<file path="config.mk">
export PLATFORM = sky130hd
export DESIGN_NAME = apsc_power_ctrl
export DESIGN_NICKNAME = d
export VERILOG_FILES = /design/src/apsc_pkg.sv /design/src/apsc_flags.sv /design/src/apsc_power_ctrl.sv
export SDC_FILE = /design/constraint.sdc
export NUM_CORES = 1
export LEC_CHECK = 0
export CAP_MARGIN = 0
export CORE_AREA = 8 8 68 59
export DETAILED_ROUTE_END_ITERATION = 6
export DIE_AREA = 0 0 76 67
export DONT_BUFFER_PORTS = 1
export PLACE_DENSITY = 0.76
export SLEW_MARGIN = 20
export SYNTH_ARGS = -nofsm -noshare
export SYNTH_HDL_FRONTEND = slang
export SYNTH_SLANG_ARGS = --single-unit
</file>
<file path="constraint.sdc">
create_clock -name mclk -period 3.3 [get_ports mclk]
set_input_delay 0.165 -clock mclk [delete_from_list [all_inputs] [get_ports mclk]]
set_output_delay 0.165 -clock mclk [all_outputs]
set_load 0.005 [all_outputs]
</file>
<file path="src/apsc_pkg.sv">
/*
 * Constants for the amplifier power-state controller: state codes, timing
 * figures and derived cycle counts.
 * Assumes a single 50 MHz clock and plain-port control and status bits.
 */
package apsc_pkg;

    typedef enum logic [2:0] {
        APSC_HW_SHDN,
        APSC_INIT,
        APSC_SW_SHDN,
        APSC_TURN_ON,
        APSC_ACTIVE,
        APSC_TURN_OFF
    } apsc_state_e;

    localparam int CLK_FREQ_HZ     = 50_000_000;
    localparam int CLK_PERIOD_NS   = 20;
    // Plain defaults: no figure is given for these times
    localparam int INIT_TIME_NS    = 1000;
    localparam int TURN_ON_TIME_NS = 2000;
    localparam int TURN_OFF_TIME_NS = 2000;
    localparam int INIT_CYCLES     = (INIT_TIME_NS + CLK_PERIOD_NS - 1) / CLK_PERIOD_NS;
    localparam int TURN_ON_CYCLES  = TURN_ON_TIME_NS / CLK_PERIOD_NS;
    localparam int TURN_OFF_CYCLES = TURN_OFF_TIME_NS / CLK_PERIOD_NS;
    localparam int TIMER_W         = 16;

    localparam logic [5:0] FLAGS_RESET = 6'h00;
    localparam int FLAG_PWRUP      = 0;
    localparam int FLAG_PWRDN      = 1;
    localparam int FLAG_ANA_UV     = 2;
    localparam int FLAG_DIG_UV     = 3;
    localparam int FLAG_BAT_SHDN   = 4;
    localparam int FLAG_SPK_SHDN   = 5;
    localparam int FLAG_COUNT      = 6;

endpackage : apsc_pkg

</file>
<file path="src/apsc_flags.sv">
/*
 * Sticky event flags: set by hardware events, cleared by software strobes.
 * Assumes set and clear vectors are one-cycle pulses in the mclk domain.
 */
`timescale 1ns/1ps
module apsc_flags #(
    parameter int WIDTH = 6
) (
    input  wire logic             mclk,
    input  wire logic             srst,
    input  wire logic             wipe,
    input  wire logic [WIDTH-1:0] set_vec,
    input  wire logic [WIDTH-1:0] clr_vec,
    output logic      [WIDTH-1:0] flags_q
);
    logic [WIDTH-1:0] flags_d;

    initial begin
        if (WIDTH < 1) $error("apsc_flags: WIDTH must be positive");
    end

    // Set beats clear in the same cycle so no event is lost
    always_comb begin
        flags_d = wipe ? '0 : ((flags_q & ~clr_vec) | set_vec);
    end

    always_ff @(posedge mclk) begin
        if (srst) begin
            flags_q <= '0;
        end else begin
            flags_q <= flags_d;
        end
    end
endmodule : apsc_flags

</file>
<file path="src/apsc_power_ctrl.sv">
/*
 * Power-state controller: hardware shutdown, software shutdown and active,
 * with supply fault handling, auto-restart and sticky event flags.
 * Assumes supply comparator levels and control strobes are synchronous to mclk.
 */
`timescale 1ns/1ps
module apsc_power_ctrl
    import apsc_pkg::*;
#(
    parameter int INIT_CNT     = INIT_CYCLES,
    parameter int TURN_ON_CNT  = TURN_ON_CYCLES,
    parameter int TURN_OFF_CNT = TURN_OFF_CYCLES
) (
    input  wire logic       mclk,
    input  wire logic       srst,
    input  wire logic       reset_pin_n,
    input  wire logic       enable_wr,
    input  wire logic       enable_wdata,
    input  wire logic       global_reset_wr,
    input  wire logic       battery_fault_auto_restart,
    input  wire logic       speaker_supply_fault_auto_restart,
    input  wire logic       analog_supply_uv_ok,
    input  wire logic       analog_supply_pok,
    input  wire logic       digital_supply_uv_ok,
    input  wire logic       digital_supply_pok,
    input  wire logic       speaker_supply_uv_ok,
    input  wire logic       battery_uv_ok,
    input  wire logic [5:0] flag_clear,
    output logic            global_enable_q,
    output logic            control_port_en_q,
    output logic            blocks_en_q,
    output logic            regs_reset_q,
    output logic [2:0]      power_state_q,
    output logic            power_up_complete_flag,
    output logic            power_down_complete_flag,
    output logic            analog_supply_undervolt_flag,
    output logic            digital_supply_undervolt_flag,
    output logic            battery_undervolt_shutdown_flag,
    output logic            speaker_supply_undervolt_shutdown_flag
);
    ////////////////////////////////////////////////////////////////////////
    apsc_state_e          state_q, state_d;
    logic [TIMER_W-1:0]   timer_q, timer_d;
    logic                 en_q, en_d;
    logic                 bat_hold_q, bat_hold_d;
    logic                 spk_hold_q, spk_hold_d;
    logic [FLAG_COUNT-1:0] set_vec;
    logic [FLAG_COUNT-1:0] flags_q;
    logic                 wipe;
    logic                 en_now;
    logic                 supplies_ok;
    logic                 fault_any;
    logic                 hw_fault;

    initial begin
        if (INIT_CNT < 1 || TURN_ON_CNT < 1 || TURN_OFF_CNT < 1)
            $error("apsc_power_ctrl: counts must be at least one");
        if (INIT_CNT >= 2**TIMER_W || TURN_ON_CNT >= 2**TIMER_W
            || TURN_OFF_CNT >= 2**TIMER_W)
            $error("apsc_power_ctrl: counts exceed timer width");
    end

    function automatic logic [TIMER_W-1:0] to_timer(input int cnt);
        to_timer = TIMER_W'(cnt - 1);
    endfunction : to_timer

    ////////////////////////////////////////////////////////////////////////
    // Enable value as software would see it this cycle
    assign en_now      = enable_wr ? enable_wdata : en_q;
    assign supplies_ok = analog_supply_uv_ok && speaker_supply_uv_ok
                         && battery_uv_ok;
    // Loss of any supply that forces shutdown while powered
    assign fault_any   = !digital_supply_uv_ok || !speaker_supply_uv_ok
                         || !battery_uv_ok || !analog_supply_pok;
    assign hw_fault    = !reset_pin_n || !digital_supply_pok;

    always_comb begin
        state_d    = state_q;
        timer_d    = (timer_q != '0) ? timer_q - TIMER_W'(1) : timer_q;
        en_d       = en_now;
        bat_hold_d = bat_hold_q && !battery_uv_ok;
        spk_hold_d = spk_hold_q && !speaker_supply_uv_ok;
        set_vec    = '0;
        wipe       = 1'b0;

        if (hw_fault) begin
            // Digital power-ok loss is a complete reset, never reversible
            state_d    = APSC_HW_SHDN;
            en_d       = 1'b0;
            bat_hold_d = 1'b0;
            spk_hold_d = 1'b0;
            wipe       = 1'b1;
        end else if (global_reset_wr) begin
            state_d    = APSC_SW_SHDN;
            en_d       = 1'b0;
            bat_hold_d = 1'b0;
            spk_hold_d = 1'b0;
            wipe       = 1'b1;
        end else begin
            // Supply faults while powered end in shutdown without reversal
            if ((state_q == APSC_TURN_ON || state_q == APSC_ACTIVE) && fault_any) begin
                state_d = APSC_SW_SHDN;
                if (!analog_supply_uv_ok) set_vec[FLAG_ANA_UV] = 1'b1;
                if (!digital_supply_uv_ok) set_vec[FLAG_DIG_UV] = 1'b1;
                // Analog and digital faults leave enable set, so on their own they always restart
                if (!battery_uv_ok) begin
                    set_vec[FLAG_BAT_SHDN] = 1'b1;
                    if (battery_fault_auto_restart) bat_hold_d = 1'b1;
                    else en_d = 1'b0;
                end
                if (!speaker_supply_uv_ok) begin
                    set_vec[FLAG_SPK_SHDN] = 1'b1;
                    if (speaker_supply_fault_auto_restart) spk_hold_d = 1'b1;
                    else en_d = 1'b0;
                end
            end else begin
                case (state_q)
                    APSC_HW_SHDN: begin
                        if (speaker_supply_uv_ok && digital_supply_uv_ok) begin
                            state_d = APSC_INIT;
                            timer_d = to_timer(INIT_CNT);
                        end
                    end
                    APSC_INIT: begin
                        if (timer_q == '0) state_d = APSC_SW_SHDN;
                    end
                    APSC_SW_SHDN: begin
                        // Only enable moves to turn-on, and only when supplies hold;
                        // a standing fault blocks entry so turn-on cannot oscillate
                        if (en_now && supplies_ok && !fault_any && !bat_hold_q && !spk_hold_q) begin
                            state_d = APSC_TURN_ON;
                            timer_d = to_timer(TURN_ON_CNT);
                        end
                    end
                    APSC_TURN_ON: begin
                        if (!en_now) begin
                            state_d = APSC_TURN_OFF;
                            timer_d = to_timer(TURN_OFF_CNT);
                        end else if (timer_q == '0) begin
                            state_d = APSC_ACTIVE;
                            set_vec[FLAG_PWRUP] = 1'b1;
                        end
                    end
                    APSC_ACTIVE: begin
                        if (!en_now) begin
                            state_d = APSC_TURN_OFF;
                            timer_d = to_timer(TURN_OFF_CNT);
                        end
                    end
                    APSC_TURN_OFF: begin
                        if (en_now && supplies_ok && !fault_any) begin
                            state_d = APSC_TURN_ON;
                            timer_d = to_timer(TURN_ON_CNT);
                        end else if (timer_q == '0) begin
                            state_d = APSC_SW_SHDN;
                            set_vec[FLAG_PWRDN] = 1'b1;
                        end
                    end
                    default: begin
                        state_d = APSC_HW_SHDN;
                    end
                endcase
            end
        end
    end

    always_ff @(posedge mclk) begin
        if (srst) begin
            state_q    <= APSC_HW_SHDN;
            timer_q    <= '0;
            en_q       <= 1'b0;
            bat_hold_q <= 1'b0;
            spk_hold_q <= 1'b0;
        end else begin
            state_q    <= state_d;
            timer_q    <= timer_d;
            en_q       <= en_d;
            bat_hold_q <= bat_hold_d;
            spk_hold_q <= spk_hold_d;
        end
    end

    ////////////////////////////////////////////////////////////////////////
    apsc_flags #(
        .WIDTH (FLAG_COUNT)
    ) u_flags (
        .mclk    (mclk),
        .srst    (srst),
        .wipe    (wipe),
        .set_vec (set_vec),
        .clr_vec (flag_clear),
        .flags_q (flags_q)
    );

    ////////////////////////////////////////////////////////////////////////
    // Outputs registered from next-state values so they track state_q
    always_ff @(posedge mclk) begin
        if (srst) begin
            global_enable_q   <= 1'b0;
            control_port_en_q <= 1'b0;
            blocks_en_q       <= 1'b0;
            regs_reset_q      <= 1'b1;
            power_state_q     <= 3'h0;
        end else begin
            global_enable_q   <= en_d;
            // Registers stay live and writable in software shutdown
            control_port_en_q <= (state_d != APSC_HW_SHDN) && (state_d != APSC_INIT);
            blocks_en_q       <= (state_d == APSC_TURN_ON) || (state_d == APSC_ACTIVE)
                                 || (state_d == APSC_TURN_OFF);
            regs_reset_q      <= wipe || (state_d == APSC_HW_SHDN);
            power_state_q     <= state_d;
        end
    end

    assign power_up_complete_flag                 = flags_q[FLAG_PWRUP];
    assign power_down_complete_flag               = flags_q[FLAG_PWRDN];
    assign analog_supply_undervolt_flag           = flags_q[FLAG_ANA_UV];
    assign digital_supply_undervolt_flag          = flags_q[FLAG_DIG_UV];
    assign battery_undervolt_shutdown_flag        = flags_q[FLAG_BAT_SHDN];
    assign speaker_supply_undervolt_shutdown_flag = flags_q[FLAG_SPK_SHDN];
endmodule : apsc_power_ctrl

</file>
-- Word-level counts from Yosys, hierarchy flattened
Index checks and enable logic that the tools add are counted.
- flip-flop bits (word level): 31
- input bits: 20
- output and inout bits: 13
- logic and storage cells: 105
- $add $sub $neg: 1
- eq/ne operators: 9
- multiplexer cells: 47
- bitwise operators: 3
- reduce and logical (&&, ||, !) cells: 36
- operator list (kind ; number):
    2-to-1 mux 16 bit ; 8
    case mux 16 bit (4 select lines) ; 1
    2-to-1 mux 3 bit ; 10
    2-to-1 mux 1 bit ; 23
    case mux 3 bit (6 select lines) ; 1
    zero test 16 bit ; 1
    nonzero test 16 bit ; 1
    subtractor 16 x 1 -> 16 bit (second input constant) ; 1
    equality test 3 bit (second input constant) ; 4
    2-to-1 mux 6 bit ; 2
    logical AND 1 bit ; 11
    equality test 3 x 2 -> 1 bit (second input constant) ; 3
    zero test 1 bit ; 9
    logical OR 1 bit ; 8
    bitwise AND 6 bit ; 1
    zero test 3 bit ; 2
    NOT 6 bit ; 1
    bitwise OR 6 bit ; 1
    2-to-1 mux 4 bit ; 1
    OR reduction 2 bit ; 2
    equality test 3 x 1 -> 1 bit (second input constant) ; 1
    inequality test 3 x 1 -> 1 bit (second input constant) ; 1
    nonzero test 3 bit ; 1
    OR reduction 3 bit ; 1
    2-to-1 mux 2 bit ; 1

-- Logic depth before layout (Yosys ltp)
- depth after elaboration: 16
- gate-level depth with buffers: 8
- gate-level depth less buffers: 8

-- Hierarchy
Synthesis repeated with hierarchy kept, for this count alone.
- cells, all modules: 215
- area, all modules: 1714.1 µm²
- by module, submodules not included (module ; instances ; cells an instance ; area each (µm²) ; sequential area each (µm²)):
    apsc_power_ctrl ; 1 ; 189 ; 1463.9 ; 500.5
    apsc_flags ; 1 ; 26 ; 250.2 ; 120.1

-- Least setup slack after synthesis
No wires, ideal clock.
- kind: reg-to-reg
- start: register timer_q[10]
- end: register blocks_en_q
- library setup time: 0.079 ns
- arrival time: 2.077 ns
- data required time: 3.221 ns
- setup slack: 1.144 ns
- cell stages (with the launch flop): 8
- path buffers: 1
- period minus slack after synthesis: 2.156 ns
- path through: dfxtp_1 -> or3_4 -> or4_4 -> buf_6 -> o211ai_2 -> o211ai_2 -> a311o_1 -> a211oi_2
- cells in the longest elaborated chain, start to end: 10
- elaborated cells on any way between the ends: 14
- classes of those cells: eq/ne: 3; mux: 8; reduce/logical: 3
- ends and longest elaborated chain (element ; RTL line ; text):
    from (decl) ; apsc_power_ctrl.sv:43 ; logic [TIMER_W-1:0] timer_q, timer_d;
    from (signal assigned) ; apsc_power_ctrl.sv:176 ; timer_q <= timer_d;
    zero test 16 bit * ; apsc_power_ctrl.sv:125, apsc_power_ctrl.sv:139, apsc_power_ctrl.sv:154 ;
    2-to-1 mux 3 bit, on equally long branches ; apsc_power_ctrl.sv:125, apsc_power_ctrl.sv:154, apsc_power_ctrl.sv:139 ;
    2-to-1 mux 3 bit, on equally long branches ; apsc_power_ctrl.sv:151, apsc_power_ctrl.sv:136 ;
    case mux 3 bit (6 select lines) * ; apsc_power_ctrl.sv:117 ; case (state_q)
    2-to-1 mux 3 bit * ; apsc_power_ctrl.sv:101 ; if ((state_q == APSC_TURN_ON || state_q == APSC_ACTIVE) && fault_any) begin
    2-to-1 mux 3 bit * ; apsc_power_ctrl.sv:93 ; end else if (global_reset_wr) begin
    2-to-1 mux 3 bit * ; apsc_power_ctrl.sv:86 ; if (hw_fault) begin
    equality test 3 x 2 -> 1 bit / equality test 3 bit (equally long branches) ; apsc_power_ctrl.sv:208 ; blocks_en_q <= (state_d == APSC_TURN_ON) || (state_d == APSC_ACTIVE)
    logical OR 1 bit ; apsc_power_ctrl.sv:208 ;
    logical OR 1 bit * ; apsc_power_ctrl.sv:209 ; || (state_d == APSC_TURN_OFF);
    to (signal assigned) ; apsc_power_ctrl.sv:208 ;
    to (decl) ; apsc_power_ctrl.sv:31 ; output logic blocks_en_q,
Mark *: on every way between the ends. The rest lies on a longest branch, timed or not.
A chain may end at the register's enable or synchronous reset.

==> impl_metrics.toml <==
[grt]
grt_pass1_vias = 1513
overflow = 0
antenna_found_initial = 0
grt_max_degree = 16
grt_util_all_layers_pct = 17.1
grt_first_pass_wirelength_um = 7050

[floorplan]
die_w_um = 76
coreArea_um2 = 2910
start_util_pct = 59.3
die_height_um = 67
die_area_um2 = 5090
num_rows = 18
io-pin-count = 33

[finish]
most-common-layout-cells = "nor2_1 (33), dfxtp_1 (31), nand2_1 (15), a21oi_1 (14), o21ai_0 (11)"
design_area_um2 = 1800
final_common_cell = "nor2_1"
postLayoutCoreUtil_pct = 61.9
n_fill_cell = 272
diodes = 0
instances_no_fill = 252
multi_input_area_um2 = 1000
regArea_um2 = 621
area_growth_pct = 4.36
layout.nets = 232
drive_gt1_share_pct = 13.7

[yosys]
synthAdderAreaFrac_pct = 0.726
synth_edf_count = 0
yosys.area.top_type = "dfxtp_1"
ys_seq_area_share_pct = 36.0
yosysWarnings = 0
ys.flop_type = "dfxtp_1"
muxShareOfSynthArea_pct = 2.40
synth_compound_area_share_pct = 20.1
synth.cell_area_um2 = 1720
synth.distinct_cells = 56
synth_top_cells_by_area = "dfxtp_1 (36%), nor2_1 (7.2%), xor2_1 (4.6%), a21oi_1 (4.1%), nand2_1 (3.3%)"
synth_top_family_by_area = "simple AND/OR/NAND/NOR gates"
avgSynthCellArea_um2 = 8.32
syn_nets = 228
synthSimpleGateAreaFrac_pct = 27.3
yosys.area.top_type_share_pct = 36.0
synth-xor-area-share_pct = 7.63
synth_seq_cells = 31
syn-instance-count = 207
asyncSetResetFlopFracSynth_pct = 0

[setup_path]
crit_fanout = 14
arrival_ps = 2760
cp-end-kind = "flip-flop"
worstPathRequired_ps = 3550
crit_type = "reg -> reg"
startpoint_type = "flip-flop"

[power_and_ir_drop]
p_sw_share_pct = 39.1
peakVddDrop_uv = 429
power.total_mw = 1.25
clkPwrFrac_pct = 16.2
p_leak_nw = 0.672
power_density_nw_per_um2 = 695
seq_power_share_pct = 40.9
netSwitchingPower_mw = 0.489
p_int_mw = 0.760
pwr-share-comb_pct = 42.9

[place]
dp_cells = 241
place_area_um2 = 1720
place_ws_ps = 876
port_buffers = 0
dp_hpwl_um = 3170
routabilityCongestion = 0.887

[routing]
wl_um = 4120
dr.pass1.iters = 5
viasPerCell = 6.00
via_count = 1511
wl_per_cell_um = 16.4
ant_nets = 0
drc = 0
first_iter_violations = 174

[clock_network]
post_cts_buffers = 0
clk_pin_slew_worst_paths_ps = 90
cts_sinks = 31
cts_tree = "done"
cts_root_buf = "clkbuf_4"
clock_latency_ps = 330
cts_max_level = 2
cts_made_buffers = 5
clock_path_buffers = 2

[sta]
fin_ws_ps = 793
finalSetupViolations = 0
skew_ps = 9.33
hold_violations = 0
slew_headroom_pct = 60.9
drv_slew = 0
min_period_ps = 2510
fmax_mhz = 399
fin_setup_tns_ps = 0
rsz0062_at_grt = "no"
holdWs_ps = 22.7
timing.final.crit_share_pct = 76.0
worstMarginPinSlew_ps = 580

[status]
status = "complete, no violations"

[hold_path]
hold_path_class = "in -> reg"

[flow_run]
maxCapViolCount = 0
## worst paths after layout
kind | start | to | slack (ps) | cells past startpoint
max | power_state_q[2] | blocks_en_q | 790 | 6
min | flag_clear[2] | u_flags.flags_q[2] | 20 | 2
max reg2reg | power_state_q[2] | blocks_en_q | 790 | 6
min reg2reg | u_flags.flags_q[2] | u_flags.flags_q[2] | 500 | 2
## cell usage after synthesis (3+ instances only)
cell type  instances
a211oi_1           3
a21oi_1           14
dfxtp_1           31
inv_1             10
mux2i_1            3
nand2_1           15
nand3_1            6
nor2_1            33
nor3_1             9
o21ai_0           11
xnor2_1            6
xor2_1             9
## critical path, cell delays in order, from the launching register on
cell and delay [ps]:
dfxtp_1 600, or3b_2 510, a21oi_1 460, nor2_1 80
o32a_2 250, a311o_1 300, a211oi_2 230
## timing repair
item | CTS | global route
hold buffers | 3 | 0
gates resized for setup | 0 | 0
endpoints found under the hold margin | 7 | 0
## power by group through the flow
stage | logic, mW | clock network [mW] | registers (mW)
2_1_floorplan | 0.466 | 0 | 0.502
3_3_place_gp | 0.510 | 0 | 0.512
3_5_place_dp | 0.527 | 0 | 0.518
4_1_cts | 0.534 | 0.213 | 0.510
5_1_grt | 0.608 | 0.231 | 0.520
6_report | 0.536 | 0.202 | 0.510
## state kept, by name, indices dropped and copies added (netlist names)
| register | cells |
|---|---|
| timer_q | 16 |
| u_flags.flags_q | 6 |
| power_state_q | 3 |
| bat_hold_q | 1 |
| blocks_en_q | 1 |
| control_port_en_q | 1 |
| global_enable_q | 1 |
| regs_reset_q | 1 |
| spk_hold_q | 1 |
## cells by family after synthesis
| kind of cell | after synthesis |
|---|---|
| adder cells (fa/ha/maj) | 1 |
| XOR/XNOR | 15 |
| AND/OR/NAND/NOR | 90 |
| flip-flops | 31 |
| buffers and inverters | 17 |
| AO/OA/AOI/OAI | 49 |
| multiplexers | 4 |
## routing by layer
metal | share of wire [%] | vias to the layer above | routed length (µm) | track usage (%)
li1 | - | 740 | - | -
met5 | 0 | - | 0 | 0
met2 | 44 | 59 | 1810 | 26.4
met1 | 47 | 708 | 1940 | 21.1
met3 | 8.0 | 4 | 328 | 5.91
met4 | 0.95 | 0 | 39 | 8.29
## final cells by class
cell class / instances / area share (%)
Inverter: 10 / 2.09
Timing Repair Buffer: 4 / 2.09
Tap cell: 40 / 2.78
Clock buffer: 7 / 2.51
Multi-Input combinational cell: 159 / 55.7
Clock inverter: 1 / 0.278
Sequential cell: 31 / 34.5
(Power assumes the default switching activity.)
